`src/shared/rcs_params.svh`:
```
`ifndef RCS_PARAMS_SVH
`define RCS_PARAMS_SVH

// ----------------------------------------------------------------------
// Cause positions in the cause vector
// ----------------------------------------------------------------------
`define RCS_NUM_CAUSES    7
`define RCS_C_SUPPLY      0
`define RCS_C_WATCHDOG    1
`define RCS_C_MISSCLK     2
`define RCS_C_COMP        3
`define RCS_C_SOFTWARE    4
`define RCS_C_CONVSTART   5
`define RCS_C_PIN         6

// ----------------------------------------------------------------------
// Reset values and timing
// ----------------------------------------------------------------------
`define RCS_EN_RST        7'h00
`define RCS_POR_NS        1000
`define RCS_CLK_NS        20
`define RCS_POR_CYC       ((`RCS_POR_NS + `RCS_CLK_NS - 1) / `RCS_CLK_NS)
`define RCS_STRETCH_CYC   4

`endif

```
`src/shared/rcs_pkg.sv`:
```
package rcs_pkg;
   typedef enum logic {
      RCS_SRC_INTERNAL,
      RCS_SRC_EXTERNAL
   } rcs_clk_src_e;

   // Raw reset causes from the device
   typedef struct packed {
      logic pin;
      logic conv_start;
      logic software;
      logic comp_level;
      logic missing_clk;
      logic watchdog;
      logic supply;
   } rcs_causes_s;

   typedef logic [6:0] rcs_vec_t;
endpackage : rcs_pkg

```
`src/rtl/rcs_reset_clock_ctrl.sv`:
```
`timescale 1ns/1ns
`include "rcs_params.svh"
module rcs_reset_clock_ctrl (
   input  wire logic                clk,
   input  wire logic                sys_rst,
   input  wire rcs_pkg::rcs_causes_s causes,
   input  wire logic                supply_monitor_enable_pin,
   input  wire logic                adc2_convert_start_pin,
   input  wire logic                rst_pin_n_in,
   input  wire logic                en_watchdog,
   input  wire logic                en_missing_clk,
   input  wire logic                en_comp_level,
   input  wire logic                en_software,
   input  wire logic                en_conv_start,
   input  wire logic                wdt_lock_req,
   input  wire logic                wdt_disable_req,
   input  wire rcs_pkg::rcs_clk_src_e clk_src_req,
   output logic                     rst_pin_n_out,
   output logic                     rst_pin_oe,
   output logic                     system_reset,
   output logic                     wdt_enabled,
   output logic                     wdt_locked,
   output rcs_pkg::rcs_clk_src_e    clk_src,
   output rcs_pkg::rcs_vec_t        last_cause
);
   import rcs_pkg::*;

   // ----------------------------------------------------------------------
   // Pin synchronisers
   // ----------------------------------------------------------------------
   // Two stages per pin; only stage two is read by logic
   logic [2:0] sync1_r, sync1_nxt;
   logic [2:0] sync2_r, sync2_nxt;

   always_comb begin
      sync1_nxt = {supply_monitor_enable_pin, adc2_convert_start_pin,
                   ~rst_pin_n_in};
      sync2_nxt = sync1_r;
   end

   always_ff @(posedge clk or posedge sys_rst) begin
      if (sys_rst) begin
         sync1_r <= 3'h0;
         sync2_r <= 3'h0;
      end else begin
         sync1_r <= sync1_nxt;
         sync2_r <= sync2_nxt;
      end
   end

   logic mon_en_s;
   logic conv_s;
   logic pin_low_s;
   assign mon_en_s  = sync2_r[2];
   assign conv_s    = sync2_r[1];
   assign pin_low_s = sync2_r[0];

   // ----------------------------------------------------------------------
   // Power-on timer and pin drive
   // ----------------------------------------------------------------------
   // Pin only driven by the power-on pulse; an outside low pulls it too,
   // so our own drive is masked from the pin cause below to avoid lock-up
   localparam int POR_W = $clog2(`RCS_POR_CYC + 1);
   localparam logic [POR_W-1:0] POR_MAX = POR_W'(`RCS_POR_CYC);
   logic [POR_W-1:0] por_cnt_r, por_cnt_nxt;
   logic             por_act_r, por_act_nxt;
   logic             oe_r, oe_nxt;
   logic             oe_d1_r, oe_d2_r, oe_d3_r;

   always_comb begin
      por_cnt_nxt = por_cnt_r;
      por_act_nxt = por_act_r;
      if (por_act_r) begin
         if (por_cnt_r == POR_MAX) begin
            por_act_nxt = 1'b0;
         end else begin
            por_cnt_nxt = por_cnt_r + POR_W'(1);
         end
      end
      oe_nxt = por_act_nxt;
   end

   always_ff @(posedge clk or posedge sys_rst) begin
      if (sys_rst) begin
         por_cnt_r <= '0;
         por_act_r <= 1'b1;
         oe_r      <= 1'b1;
         oe_d1_r   <= 1'b1;
         oe_d2_r   <= 1'b1;
         oe_d3_r   <= 1'b1;
      end else begin
         por_cnt_r <= por_cnt_nxt;
         por_act_r <= por_act_nxt;
         oe_r      <= oe_nxt;
         oe_d1_r   <= oe_r;
         oe_d2_r   <= oe_d1_r;
         oe_d3_r   <= oe_d2_r;
      end
   end

   // ----------------------------------------------------------------------
   // Cause gating and combination
   // ----------------------------------------------------------------------
   logic [`RCS_NUM_CAUSES-1:0] active;
   logic                       own_drive;
   assign own_drive = oe_r | oe_d1_r | oe_d2_r | oe_d3_r;

   always_comb begin
      active = '0;
      active[`RCS_C_SUPPLY]    = causes.supply & mon_en_s;
      active[`RCS_C_WATCHDOG]  = causes.watchdog & wdt_enabled;
      active[`RCS_C_MISSCLK]   = causes.missing_clk & en_missing_clk;
      active[`RCS_C_COMP]      = causes.comp_level & en_comp_level;
      active[`RCS_C_SOFTWARE]  = causes.software & en_software;
      active[`RCS_C_CONVSTART] = (causes.conv_start | conv_s)
                                 & en_conv_start;
      active[`RCS_C_PIN]       = (causes.pin | pin_low_s)
                                 & ~own_drive;
   end

   // ----------------------------------------------------------------------
   // System reset, stretch and cause capture
   // ----------------------------------------------------------------------
   // Short stretch after the last cause so downstream sees a clean pulse
   localparam logic [2:0] STR_MAX = 3'(`RCS_STRETCH_CYC);
   logic       any_cause;
   logic [2:0] str_r, str_nxt;
   logic       rst_r, rst_nxt;
   rcs_vec_t   cause_r, cause_nxt;
   assign any_cause = |active | por_act_r;

   always_comb begin
      str_nxt   = str_r;
      cause_nxt = cause_r;
      if (any_cause) begin
         str_nxt   = STR_MAX;
         cause_nxt = active;
      end else if (str_r != 3'h0) begin
         str_nxt = str_r - 3'h1;
      end
      rst_nxt = any_cause | (str_nxt != 3'h0);
   end

   always_ff @(posedge clk or posedge sys_rst) begin
      if (sys_rst) begin
         str_r   <= STR_MAX;
         rst_r   <= 1'b1;
         cause_r <= `RCS_EN_RST;
      end else begin
         str_r   <= str_nxt;
         rst_r   <= rst_nxt;
         cause_r <= cause_nxt;
      end
   end

   // ----------------------------------------------------------------------
   // Watchdog enable, lock, clock source
   // ----------------------------------------------------------------------
   // Lock survives system resets except power-on, only sys_rst clears it
   logic         wdt_en_r, wdt_en_nxt;
   logic         lock_r, lock_nxt;
   rcs_clk_src_e src_r, src_nxt;

   always_comb begin
      lock_nxt   = lock_r | wdt_lock_req;
      wdt_en_nxt = lock_nxt | (en_watchdog & ~wdt_disable_req);
      src_nxt    = clk_src_req;
      if (rst_r) begin
         src_nxt = RCS_SRC_INTERNAL;
      end
   end

   always_ff @(posedge clk or posedge sys_rst) begin
      if (sys_rst) begin
         wdt_en_r <= 1'b0;
         lock_r   <= 1'b0;
         src_r    <= RCS_SRC_INTERNAL;
      end else begin
         wdt_en_r <= wdt_en_nxt;
         lock_r   <= lock_nxt;
         src_r    <= src_nxt;
      end
   end

   assign rst_pin_n_out = 1'b0;
   assign rst_pin_oe    = oe_r;
   assign system_reset  = rst_r;
   assign wdt_enabled   = wdt_en_r;
   assign wdt_locked    = lock_r;
   assign clk_src       = src_r;
   assign last_cause    = cause_r;
endmodule : rcs_reset_clock_ctrl

```
`config.mk`:
```
export PLATFORM = sky130hd
export DESIGN_NAME = rcs_reset_clock_ctrl
export DESIGN_NICKNAME = d
export VERILOG_FILES = /design/src/shared/rcs_pkg.sv /design/src/rtl/rcs_reset_clock_ctrl.sv
export VERILOG_INCLUDE_DIRS = /design/src /design/src/shared
export SDC_FILE = /design/constraint.sdc
export NUM_CORES = 1
export LEC_CHECK = 0
export BUFFER_PORTS_ARGS = -buffer_cell sky130_fd_sc_hd__buf_2
export CORE_MARGIN = 3
export CORE_UTILIZATION = 50
export CTS_CLUSTER_SIZE = 14
export DETAILED_ROUTE_END_ITERATION = 10
export PLACE_DENSITY = 0.77
export SYNTH_ARGS = -nofsm -noshare
export SYNTH_HDL_FRONTEND = slang
export SYNTH_SLANG_ARGS = --single-unit
```
`constraint.sdc`:
```
create_clock -name clk -period 1.77 [get_ports clk]
set_input_delay 0 -clock clk [delete_from_list [all_inputs] [get_ports clk]]
set_output_delay 0 -clock clk [all_outputs]
set_load 0.02 [all_outputs]
```
==> summary.txt, run 1 <==
Outcome
  – Status: finished, final reports clean

Hold path
  – Worst min-delay path class: in2reg

Floorplanning
  – Die W: 55.5 um
  – Die span in y: 55.5 um
  – Initial Util: 0.539
  – I/O Pins: 33
  – Die area: 3080 sq um
  – Num rows: 17
  – Core footprint: 2280 sq um

Synth
  – Post-Syn Area per Cell: 11.9 sq um
  – Mapped Cells: 103
  – Main combinational cell family by area after synthesis: simple AND/OR/NAND/NOR gates
  – Synthesis Warnings: 0
  – Top post-synthesis cells by area: dfrtp_1, dfstp_2, ha_1
  – Count of different cell masters after synthesis: 30
  – Yosys top cell by area: dfrtp_1
  – Mux cell area share after synthesis: 0.0163
  – Post-synthesis simple-gate area fraction: 0.135
  – XOR/XNOR Fraction of Synth Area: 0.0286
  – Post-synth top area share: 0.490
  – Register area share after synthesis: 0.618
  – Adder-cell share of the synthesized area: 0.0510
  – Mapped Nets: 128
  – Seq cells post-synth: 30
  – Synth Area in Compound Gates: 0.108
  – Mapped Area: 1230 sq um

Clocking
  – Later-pin clock latency in the skew report: 330 ps
  – CTS Sinks: 30
  – CTS tree: done
  – Clk buf depth: 2
  – Htree depth: 2
  – Clk root buf: clkbuf_4
  – Post-CTS Setup Bufs: 0
  – Clock transition at the registers of the reported paths: 100 ps
  – Num CTS Buffers: 5

Cells and area
  – Final Instance Count excl. Fillers: 190
  – Finished Cell Area: 1690 sq um
  – Fraction of layout cells with a size suffix above 1: 0.340
  – Final Core Density: 0.742
  – Nets@finish: 186
  – Synth-to-Final Area Change: 37.8%
  – # diodes: 0
  – Fill count: 161

Global route
  – Number of antenna violations at the first check in global routing: 0
  – Total gr overflow: 0
  – Total GRT Usage: 0.170
  – Pin count of the biggest net entering global routing: 31
  – First-pass GRT wire length: 4.01 mm
  – Number of global-route vias before repair: 951

Setup path
  – Crit-path slowest cell: dfrtp_1
  – Critical path capture point type: flop
  – Cell breakdown of the critical path: inv_1 > ha_1 > ha_1 > nor2b_1 > mux2i_1 > or4_1
  – Critical path data arrival time: 1870 ps
  – Worst path most repeated cell: ha_1
  – Required @ worst endpoint: 2030 ps
  – Worst setup SP type: flop
  – CP max FO: 3
  – CP Class: reg2reg
  – Max stage delay on crit path: 410 ps
  – CP bufs+invs: 1
  – Worst path top cell family by delay: simple AND/OR/NAND/NOR gates

Routing
  – WL/cell: 11.6 um
  – Drc violations: 0
  – Via density: 4.91
  – Post-Route WL: 2.21 mm
  – Detailed Routing Iterations Pass 1: 4
  – Via count: 933
  – Initial drt markers: 15
  – Final ANT Viol Nets: 0

Place
  – Gpl congestion: 0.665
  – Placed Cells: 164
  – Placed cell area: 1430 sq um
  – Number of port buffers: 31
  – Final HPWL DP: 1.53 mm

STA
  – Final-report max-slew violation count: 0
  – Setup TNS: 0 ps
  – Unrepaired setup endpoints after global routing: no
  – Setup Skew: 11.5 ps
  – Slew HR: 0.637
  – Fin. Hold Viols: 0
  – Peak Freq: 622 MHz
  – Clock period minus worst slack: 1610 ps
  – Final period utilization: 0.908
  – Final Setup Violations: 0
  – Worst slew pin tran: 537 ps

Power and ir drop
  – PD cells: 813 nW/um^2
  – Pleak: 0.802 nW
  – VDD IR-drop max: 818 uV

Run
  – Max_cap viols: 0
-- power by group --
group | switching [W] | total (W) | internal [W]
clock | 0.000236 | 0.000528 | 0.000292
combinational | 0.0000682 | 0.000135 | 0.0000665
sequential | 0.00000764 | 0.000711 | 0.000703
-- layer usage --
metal,up-vias,global-route usage,wire (um)
met5,-,0,0
met4,0,0.0625,31
met3,3,0.0818,160
met2,29,0.270,1050
met1,434,0.200,966
li1,467,-,-
-- layout by cell type (no fill, tap or decap), drive strengths merged, types with 2 or more instances in the layout --
master       instances
ha                   5
o21ai                7
nand4                2
nor2b                3
xor2                 2
or4                  2
dfstp                6
nand3                9
mux2i                2
clkbuf               5
dfrtp               24
a21oi                2
inv                 11
xnor2                2
buf                 34
a22oi                2
clkinv               2
dlygate4sd3         18
nand2                7
nor2                 5
-- sequential cells by signal (all words and copies together) (netlist names) --
name	flops
clk_src	1
last_cause	7
oe_d1_r	1
oe_d2_r	1
oe_d3_r	1
por_cnt_r	6
rst_pin_oe	1
str_r	3
sync1_r	3
sync2_r	3
system_reset	1
wdt_enabled	1
wdt_locked	1
-- through the flow --
step           hold WS (ps)  setup slack (ps)  power [W]
2_1_floorplan          31.4               262   0.000781
3_3_place_gp           78.1               243   0.000827
3_5_place_dp           82.5               161   0.000831
4_1_cts                10.1               150    0.00140
5_1_grt                46.2              55.8    0.00145
6_report               29.0               162    0.00137
-- synthesized netlist by cell type (all sizes together) --
master	count
o21bai	1
or2	1
o211ai	1
nor4	1
mux2i	2
xor2	2
a21o	1
nor2b	3
a31o	1
ha	5
nor2	5
dfrtp	24
a21oi	2
dfstp	6
nand3	9
xnor2	2
or3	1
a22o	1
buf	1
nand2	7
o21ai	7
inv	11
conb	1
nand4	2
a22oi	2
or4	2
a41oi	1
nor3	1
-- kinds of logic (layout without fill, tap and decap cells) --
| logic type | after synthesis | in the layout |
|---|---|---|
| xor gates and xnor gates | 4 | 4 |
| adders and majority gates | 5 | 5 |
| and+or+nand+nor | 32 | 32 |
| AOI/OAI and AO/OA | 17 | 17 |
| other | 1 | 1 |
| muxes | 2 | 2 |
| DFF | 30 | 30 |
| buffers and inverters | 12 | 71 |
-- worst paths after layout --
check	from	endpoint	slack, ps	cells past startpoint
max	str_r[0]	system_reset	160	6
min	causes[3]	str_r[0]	30	4
max reg2reg	str_r[0]	system_reset	160	6
min reg2reg	sync1_r[2]	sync2_r[2]	360	0
max in group asynchronous	sys_rst	rst_pin_oe	1200	4
min in group asynchronous	sys_rst	str_r[1]	260	4
-- worst min-delay path: cells and delay by family --
| family | cells | cell delay [ps] |
|---|---|---|
| compound gates | 1 | 60 |
| buf+inv | 1 | 100 |
| simple gates | 2 | 170 |
-- layout make-up --
| class | count | area (sq um) | area share |
|---|---|---|---|
| Multi-Input combinational cell | 61 | 419 | 0.248 |
| Inverter | 11 | 41.3 | 0.0244 |
| Clock inverter | 3 | 40.0 | 0.0237 |
| Timing Repair Buffer | 52 | 358 | 0.212 |
| Clock buffer | 5 | 37.5 | 0.0222 |
| Sequential cell | 30 | 758 | 0.449 |
| Tap cell | 28 | 35.0 | 0.0207 |
-- timing repair --
| action | in CTS | in global routing |
|---|---|---|
| gates resized for setup | 0 | 0 |
| hold buffers | 18 | 0 |
| endpoints found under the hold margin | 41 | 0 |
No activity file was read; power rests on OpenSTA's default activity.
==> run 2, diff against run 1 <==
--- a/config.mk
+++ b/config.mk
@@ -7,7 +7,6 @@
 export NUM_CORES = 1
 export LEC_CHECK = 0
 export BUFFER_PORTS_ARGS = -buffer_cell sky130_fd_sc_hd__buf_2
-export CORE_MARGIN = 3
 export CORE_UTILIZATION = 50
 export CTS_CLUSTER_SIZE = 14
 export DETAILED_ROUTE_END_ITERATION = 10
==> summary.txt, run 2 (same netlist as run 1, synthesis figures left out) <==
Outcome
  – Status: finished, final reports clean (unchanged)

Setup path
  – Worst setup SP type: flop (unchanged)
  – R2R Path Start: str_r[0] (unchanged)
  – Critical path capture point type: flop (unchanged)
  – Worst path top cell family by delay: simple AND/OR/NAND/NOR gates (unchanged)
  – Worst setup path startpoint: str_r[0] (unchanged)
  – CP Class: reg2reg (unchanged)
  – Cell breakdown of the critical path: inv_1 > ha_1 > ha_1 > nor2b_1 > mux2i_1 > or4_1 (unchanged)
  – Required @ worst endpoint: 2010 ps (was 2030 ps)
  – WP depth: 6 (unchanged)
  – CP bufs+invs: 1 (unchanged)
  – Max stage delay on crit path: 420 ps (was 410 ps)
  – Crit-path slowest cell: dfrtp_1 (unchanged)
  – Worst path most repeated cell: ha_1 (unchanged)
  – Worst Reg-to-Reg Cells: 6 (unchanged)
  – CP max FO: 3 (unchanged)
  – Critical path data arrival time: 1890 ps (was 1870 ps)

Place
  – Placed cell area: 1420 sq um (was 1430 sq um)
  – Gpl congestion: 0.721 (was 0.665)
  – Number of port buffers: 31 (unchanged)
  – Final HPWL DP: 1.61 mm (was 1.53 mm)

Routing
  – Initial drt markers: 7 (was 15)
  – Via count: 905 (was 933)
  – Via density: 4.79 (was 4.91)
  – Detailed Routing Iterations Pass 1: 4 (unchanged)
  – Post-Route WL: 2.30 mm (was 2.21 mm)
  – WL/cell: 12.2 um (was 11.6 um)
  – Final ANT Viol Nets: 0 (unchanged)
  – Drc violations: 0 (unchanged)

Floorplanning
  – Num rows: 17 (unchanged)
  – Die area: 2650 sq um (was 3080 sq um)
  – Core footprint: 2250 sq um (was 2280 sq um)
  – I/O Pins: 33 (unchanged)
  – Initial Util: 0.544 (was 0.539)
  – Die W: 51.5 um (was 55.5 um)
  – Die span in y: 51.5 um (was 55.5 um)

Global route
  – Total GRT Usage: 0.215 (was 0.170)
  – Total gr overflow: 0 (unchanged)
  – Number of antenna violations at the first check in global routing: 0 (unchanged)
  – Number of global-route vias before repair: 911 (was 951)
  – Pin count of the biggest net entering global routing: 31 (unchanged)
  – First-pass GRT wire length: 3.83 mm (was 4.01 mm)

Power and ir drop
  – PD cells: 729 nW/um^2 (was 813 nW/um^2)
  – VDD IR-drop max: 542 uV (was 818 uV)
  – Pleak: 0.785 nW (was 0.802 nW)

Clocking
  – Clk root buf: clkbuf_4 (unchanged)
  – Htree depth: 2 (unchanged)
  – Num CTS Buffers: 5 (unchanged)
  – Post-CTS Setup Bufs: 0 (unchanged)
  – Later-pin clock latency in the skew report: 320 ps (was 330 ps)
  – Clk buf depth: 2 (unchanged)
  – CTS Sinks: 30 (unchanged)
  – CTS tree: done (unchanged)
  – Clock transition at the registers of the reported paths: 80 ps (was 100 ps)

STA
  – Slew HR: 0.626 (was 0.637)
  – Final-report max-slew violation count: 0 (unchanged)
  – Worst slew pin tran: 554 ps (was 537 ps)
  – Setup Skew: 9.37 ps (was 11.5 ps)
  – Setup TNS: 0 ps (unchanged)
  – Final Setup Violations: 0 (unchanged)
  – Final period utilization: 0.934 (was 0.908)
  – Fin. Hold Viols: 0 (unchanged)
  – Unrepaired setup endpoints after global routing: no (unchanged)
  – Clock period minus worst slack: 1650 ps (was 1610 ps)
  – Peak Freq: 605 MHz (was 622 MHz)
  – Hold slack: 60.7 ps (was 29.0 ps)

Cells and area
  – Multi-input logic area: 419 sq um (unchanged)
  – Fill count: 172 (was 161)
  – Area taken by flip-flops and latches: 758 sq um (unchanged)
  – Commonest non-fill, non-tap cell in the layout: buf_2 (unchanged)
  – Final Core Density: 0.734 (was 0.742)
  – Fraction of layout cells with a size suffix above 1: 0.329 (was 0.340)
  – # diodes: 0 (unchanged)
  – Finished Cell Area: 1660 sq um (was 1690 sq um)
  – Synth-to-Final Area Change: 35.0% (was 37.8%)
  – Number of flip-flops in the largest register: 7 (unchanged)
  – Nets@finish: 185 (was 186)
  – Commonest non-fill, non-tap cells in the layout: buf_2, dfrtp_1, dlygate4sd3_1 (unchanged)

Run
  – Max_cap viols: 0 (unchanged)

Hold path
  – Hold Crit Depth: 4 (unchanged)
  – Worst min-delay path class: in2reg (unchanged)
  – Worst hold start: causes[6] (was causes[3])
-- run 2: changes by cell type in the layout (fill, tap and decap cells not counted), sizes merged --
cell and change:
bufinv -1, buf -1, clkbuf +1
-- run 2: layout make-up --
type	count	area share
multi-input combinational	61	0.253
tap	28	0.0212
sequential	30	0.458
clock buffer	6	0.0249
inverter	11	0.0249
timing repair buffer	51	0.212
clock inverter	2	0.00605
-- run 2: metrics by stage --
stage | instances | total power, W | worst slack, ps
6_report | 189 | 0.00121 | 117
2_1_floorplan | 103 | 0.000781 | 262
3_5_place_dp | 163 | 0.000829 | 109
5_1_grt | 189 | 0.00128 | 14.9
3_3_place_gp | 163 | 0.000824 | 243
4_1_cts | 189 | 0.00123 | 132
-- run 2: tightest hold or removal path: cells and delay by family --
kind	cells	cell delay, ps
compound gates	1	110
buf+inv	1	80
simple gates	2	140
-- run 2: repair_timing --
item	in CTS	in global routing
gates resized for setup	0	0
hold endpoints to repair	36	0
hold buffers	18	0
-- run 2: power breakdown --
part | switching (W) | internal (W) | leakage [nW] | total, W
combinational | 0.0000686 | 0.0000644 | 0.392 | 0.000133
sequential | 0.00000856 | 0.000703 | 0.361 | 0.000712
clock | 0.000211 | 0.000151 | 0.0320 | 0.000362
total | 0.000288 | 0.000918 | 0.785 | 0.00121
-- run 2: per-layer routing --
metal | part of all wire | track usage | vias up
met1 | 0.42 | 0.223 | 406
met3 | 0.059 | 0.0906 | 5
met4 | 0.018 | 0.108 | 0
li1 | - | - | 463
met5 | 0 | 0 | -
met2 | 0.50 | 0.370 | 31
-- run 2: path summary, 6_finish.rpt --
path	end	slack [ps]
worst max-delay path	system_reset	120
worst min-delay path	last_cause[6]	60
worst max register to register	system_reset	120
worst min register to register	sync2_r[2]	350
max in group asynchronous	oe_d2_r	1180
min in group asynchronous	sync2_r[1]	270
==> run 3, diff against run 2 <==
--- a/config.mk
+++ b/config.mk
@@ -7,10 +7,12 @@
 export NUM_CORES = 1
 export LEC_CHECK = 0
 export BUFFER_PORTS_ARGS = -buffer_cell sky130_fd_sc_hd__buf_2
-export CORE_UTILIZATION = 50
+export CELL_PAD_IN_SITES_DETAIL_PLACEMENT = 0
+export CELL_PAD_IN_SITES_GLOBAL_PLACEMENT = 1
+export CORE_UTILIZATION = 34
 export CTS_CLUSTER_SIZE = 14
 export DETAILED_ROUTE_END_ITERATION = 10
-export PLACE_DENSITY = 0.77
+export PLACE_DENSITY_LB_ADDON = 0.1
 export SYNTH_ARGS = -nofsm -noshare
 export SYNTH_HDL_FRONTEND = slang
 export SYNTH_SLANG_ARGS = --single-unit
==> summary.txt, run 3 (same netlist as run 1, synthesis figures left out) <==
STA
  – Clock period minus worst slack: 1600 ps (was 1650 ps)
  – Fin. Hold Viols: 0 (unchanged)
  – Peak Freq: 627 MHz (was 605 MHz)
  – Final period utilization: 0.902 (was 0.934)
  – Final-report max-slew violation count: 0 (unchanged)
  – Unrepaired setup endpoints after global routing: no (unchanged)
  – Final Setup Violations: 0 (unchanged)
  – Setup Skew: 6.19 ps (was 9.37 ps)
  – Setup TNS: 0 ps (unchanged)

Clocking
  – Post-CTS Setup Bufs: 0 (unchanged)
  – Clk root buf: clkbuf_4 (unchanged)
  – Hold-fix buffers, CTS: 18 (unchanged)
  – Later-pin clock latency in the skew report: 320 ps (about the same)
  – Clock transition at the registers of the reported paths: 90 ps (was 80 ps)
  – Htree depth: 2 (unchanged)
  – Clk buf depth: 2 (unchanged)
  – Num CTS Buffers: 5 (unchanged)
  – CTS Sinks: 30 (unchanged)
  – Gates resized, CTS repair: 0 (unchanged)
  – CTS tree: done (unchanged)

Power and ir drop
  – PD cells: 742 nW/um^2 (was 729 nW/um^2)
  – VDD IR-drop max: 452 uV (was 542 uV)
  – Total power: 0.00126 W (was 0.00121 W)
  – Pleak: 0.798 nW (was 0.785 nW)

Setup path
  – CP max FO: 3 (unchanged)
  – Crit-path slowest cell: dfrtp_1 (unchanged)
  – Worst setup SP type: flop (unchanged)
  – Required @ worst endpoint: 2020 ps (was 2010 ps)
  – Max stage delay on crit path: 420 ps (about the same)
  – Critical path data arrival time: 1840 ps (was 1890 ps)
  – Worst path most repeated cell: ha_1 (unchanged)
  – CP bufs+invs: 1 (unchanged)
  – CP Class: reg2reg (unchanged)
  – Worst path top cell family by delay: simple AND/OR/NAND/NOR gates (unchanged)
  – Critical path capture point type: flop (unchanged)
  – Cell breakdown of the critical path: inv_1 > ha_1 > ha_1 > nor2b_1 > mux2i_1 > or4_1 (unchanged)

Cells and area
  – Area taken by flip-flops and latches: 758 sq um (unchanged)
  – Nets@finish: 187 (was 185)
  – Final Core Density: 0.502 (was 0.734)
  – Multi-input logic area: 419 sq um (unchanged)
  – Commonest non-fill, non-tap cells in the layout: buf_2, dfrtp_1, dlygate4sd3_1 (unchanged)
  – Fraction of layout cells with a size suffix above 1: 0.337 (was 0.329)
  – Final Instance Count excl. Fillers: 209 (was 189)
  – Synth-to-Final Area Change: 38.8% (was 35.0%)
  – Fill count: 318 (was 172)
  – Commonest non-fill, non-tap cell in the layout: buf_2 (unchanged)
  – # diodes: 0 (unchanged)
  – Number of flip-flops in the largest register: 7 (unchanged)

Place
  – Placed Cells: 183 (was 163)
  – Gpl congestion: 0.714 (was 0.721)
  – Number of port buffers: 31 (unchanged)
  – Final HPWL DP: 1.52 mm (was 1.61 mm)

Outcome
  – Status: finished, final reports clean (unchanged)

Global route
  – Total GRT Usage: 0.124 (was 0.215)
  – Number of global-route vias before repair: 746 (was 911)
  – Total gr overflow: 0 (unchanged)
  – Number of antenna violations at the first check in global routing: 0 (unchanged)
  – Pin count of the biggest net entering global routing: 31 (unchanged)
  – First-pass GRT wire length: 3.19 mm (was 3.83 mm)

Routing
  – Via density: 4.46 (was 4.79)
  – Via count: 933 (was 905)
  – Post-Route WL: 2.18 mm (was 2.30 mm)
  – Detailed Routing Iterations Pass 1: 4 (unchanged)
  – Final ANT Viol Nets: 0 (unchanged)
  – Initial drt markers: 26 (was 7)
  – Drc violations: 0 (unchanged)
  – WL/cell: 10.4 um (was 12.2 um)

Run
  – Max_cap viols: 0 (unchanged)

Floorplanning
  – Initial Util: 0.362 (was 0.544)
  – Num rows: 21 (was 17)
  – Die span in y: 62.1 um (was 51.5 um)
  – Die area: 3850 sq um (was 2650 sq um)
  – I/O Pins: 33 (unchanged)
  – Core footprint: 3390 sq um (was 2250 sq um)
  – Die W: 62.1 um (was 51.5 um)

Hold path
  – Worst min-delay path class: in2reg (unchanged)
-- run 3: cell count changes in the layout (fill, tap and decap cells not counted), sizes merged --
cell / change
buf: +2
clkinv: -1
clkbuf: +1
-- run 3: metrics by stage --
step           cell area, sq um  setup WS (ps)  hold WS [ps]
5_1_grt                    1700           32.8          22.9
2_1_floorplan              1230            262          31.4
3_3_place_gp               1460            219          87.3
3_5_place_dp               1460            180          91.7
4_1_cts                    1700            165          12.1
6_report                   1700            174          16.0
-- run 3: worst min-delay path: stages --
cell      delay, ps
buf_2            70
nor2_1           60
nor2_1           70
o21bai_1        100
-- run 3: per-layer routing --
metal | global-route usage | vias up | part of all wire
met5 | 0 | - | 0
met1 | 0.147 | 432 | 0.46
met4 | 0.0667 | 0 | 0.021
met2 | 0.179 | 28 | 0.45
li1 | - | 467 | -
met3 | 0.0683 | 6 | 0.071
-- run 3: worst paths after layout --
kind / endpoint / startpoint / depth (start not counted) / slack, ps
setup / recovery: system_reset / str_r[0] / 6 / 170
hold reg to reg: sync2_r[2] / sync1_r[2] / 0 / 360
hold / removal: last_cause[6] / causes[6] / 4 / 20
setup reg to reg: system_reset / str_r[0] / 6 / 170
min in group asynchronous: sync1_r[1] / sys_rst / 4 / 270
max in group asynchronous: system_reset / sys_rst / 4 / 1180
-- run 3: report_power, final --
part           switching (W)  leakage [nW]  internal (W)
sequential        0.00000809         0.361      0.000703
clock               0.000226        0.0353      0.000192
combinational      0.0000671         0.402     0.0000663
-- run 3: area by class of cell --
| type | instances | area share |
|---|---|---|
| inverters | 11 | 0.0243 |
| flip-flops and latches | 30 | 0.446 |
| clock inverters | 1 | 0.00294 |
| repair buffers | 53 | 0.215 |
| clock buffers | 7 | 0.0324 |
| well taps | 46 | 0.0338 |
| multi-input cells | 61 | 0.246 |
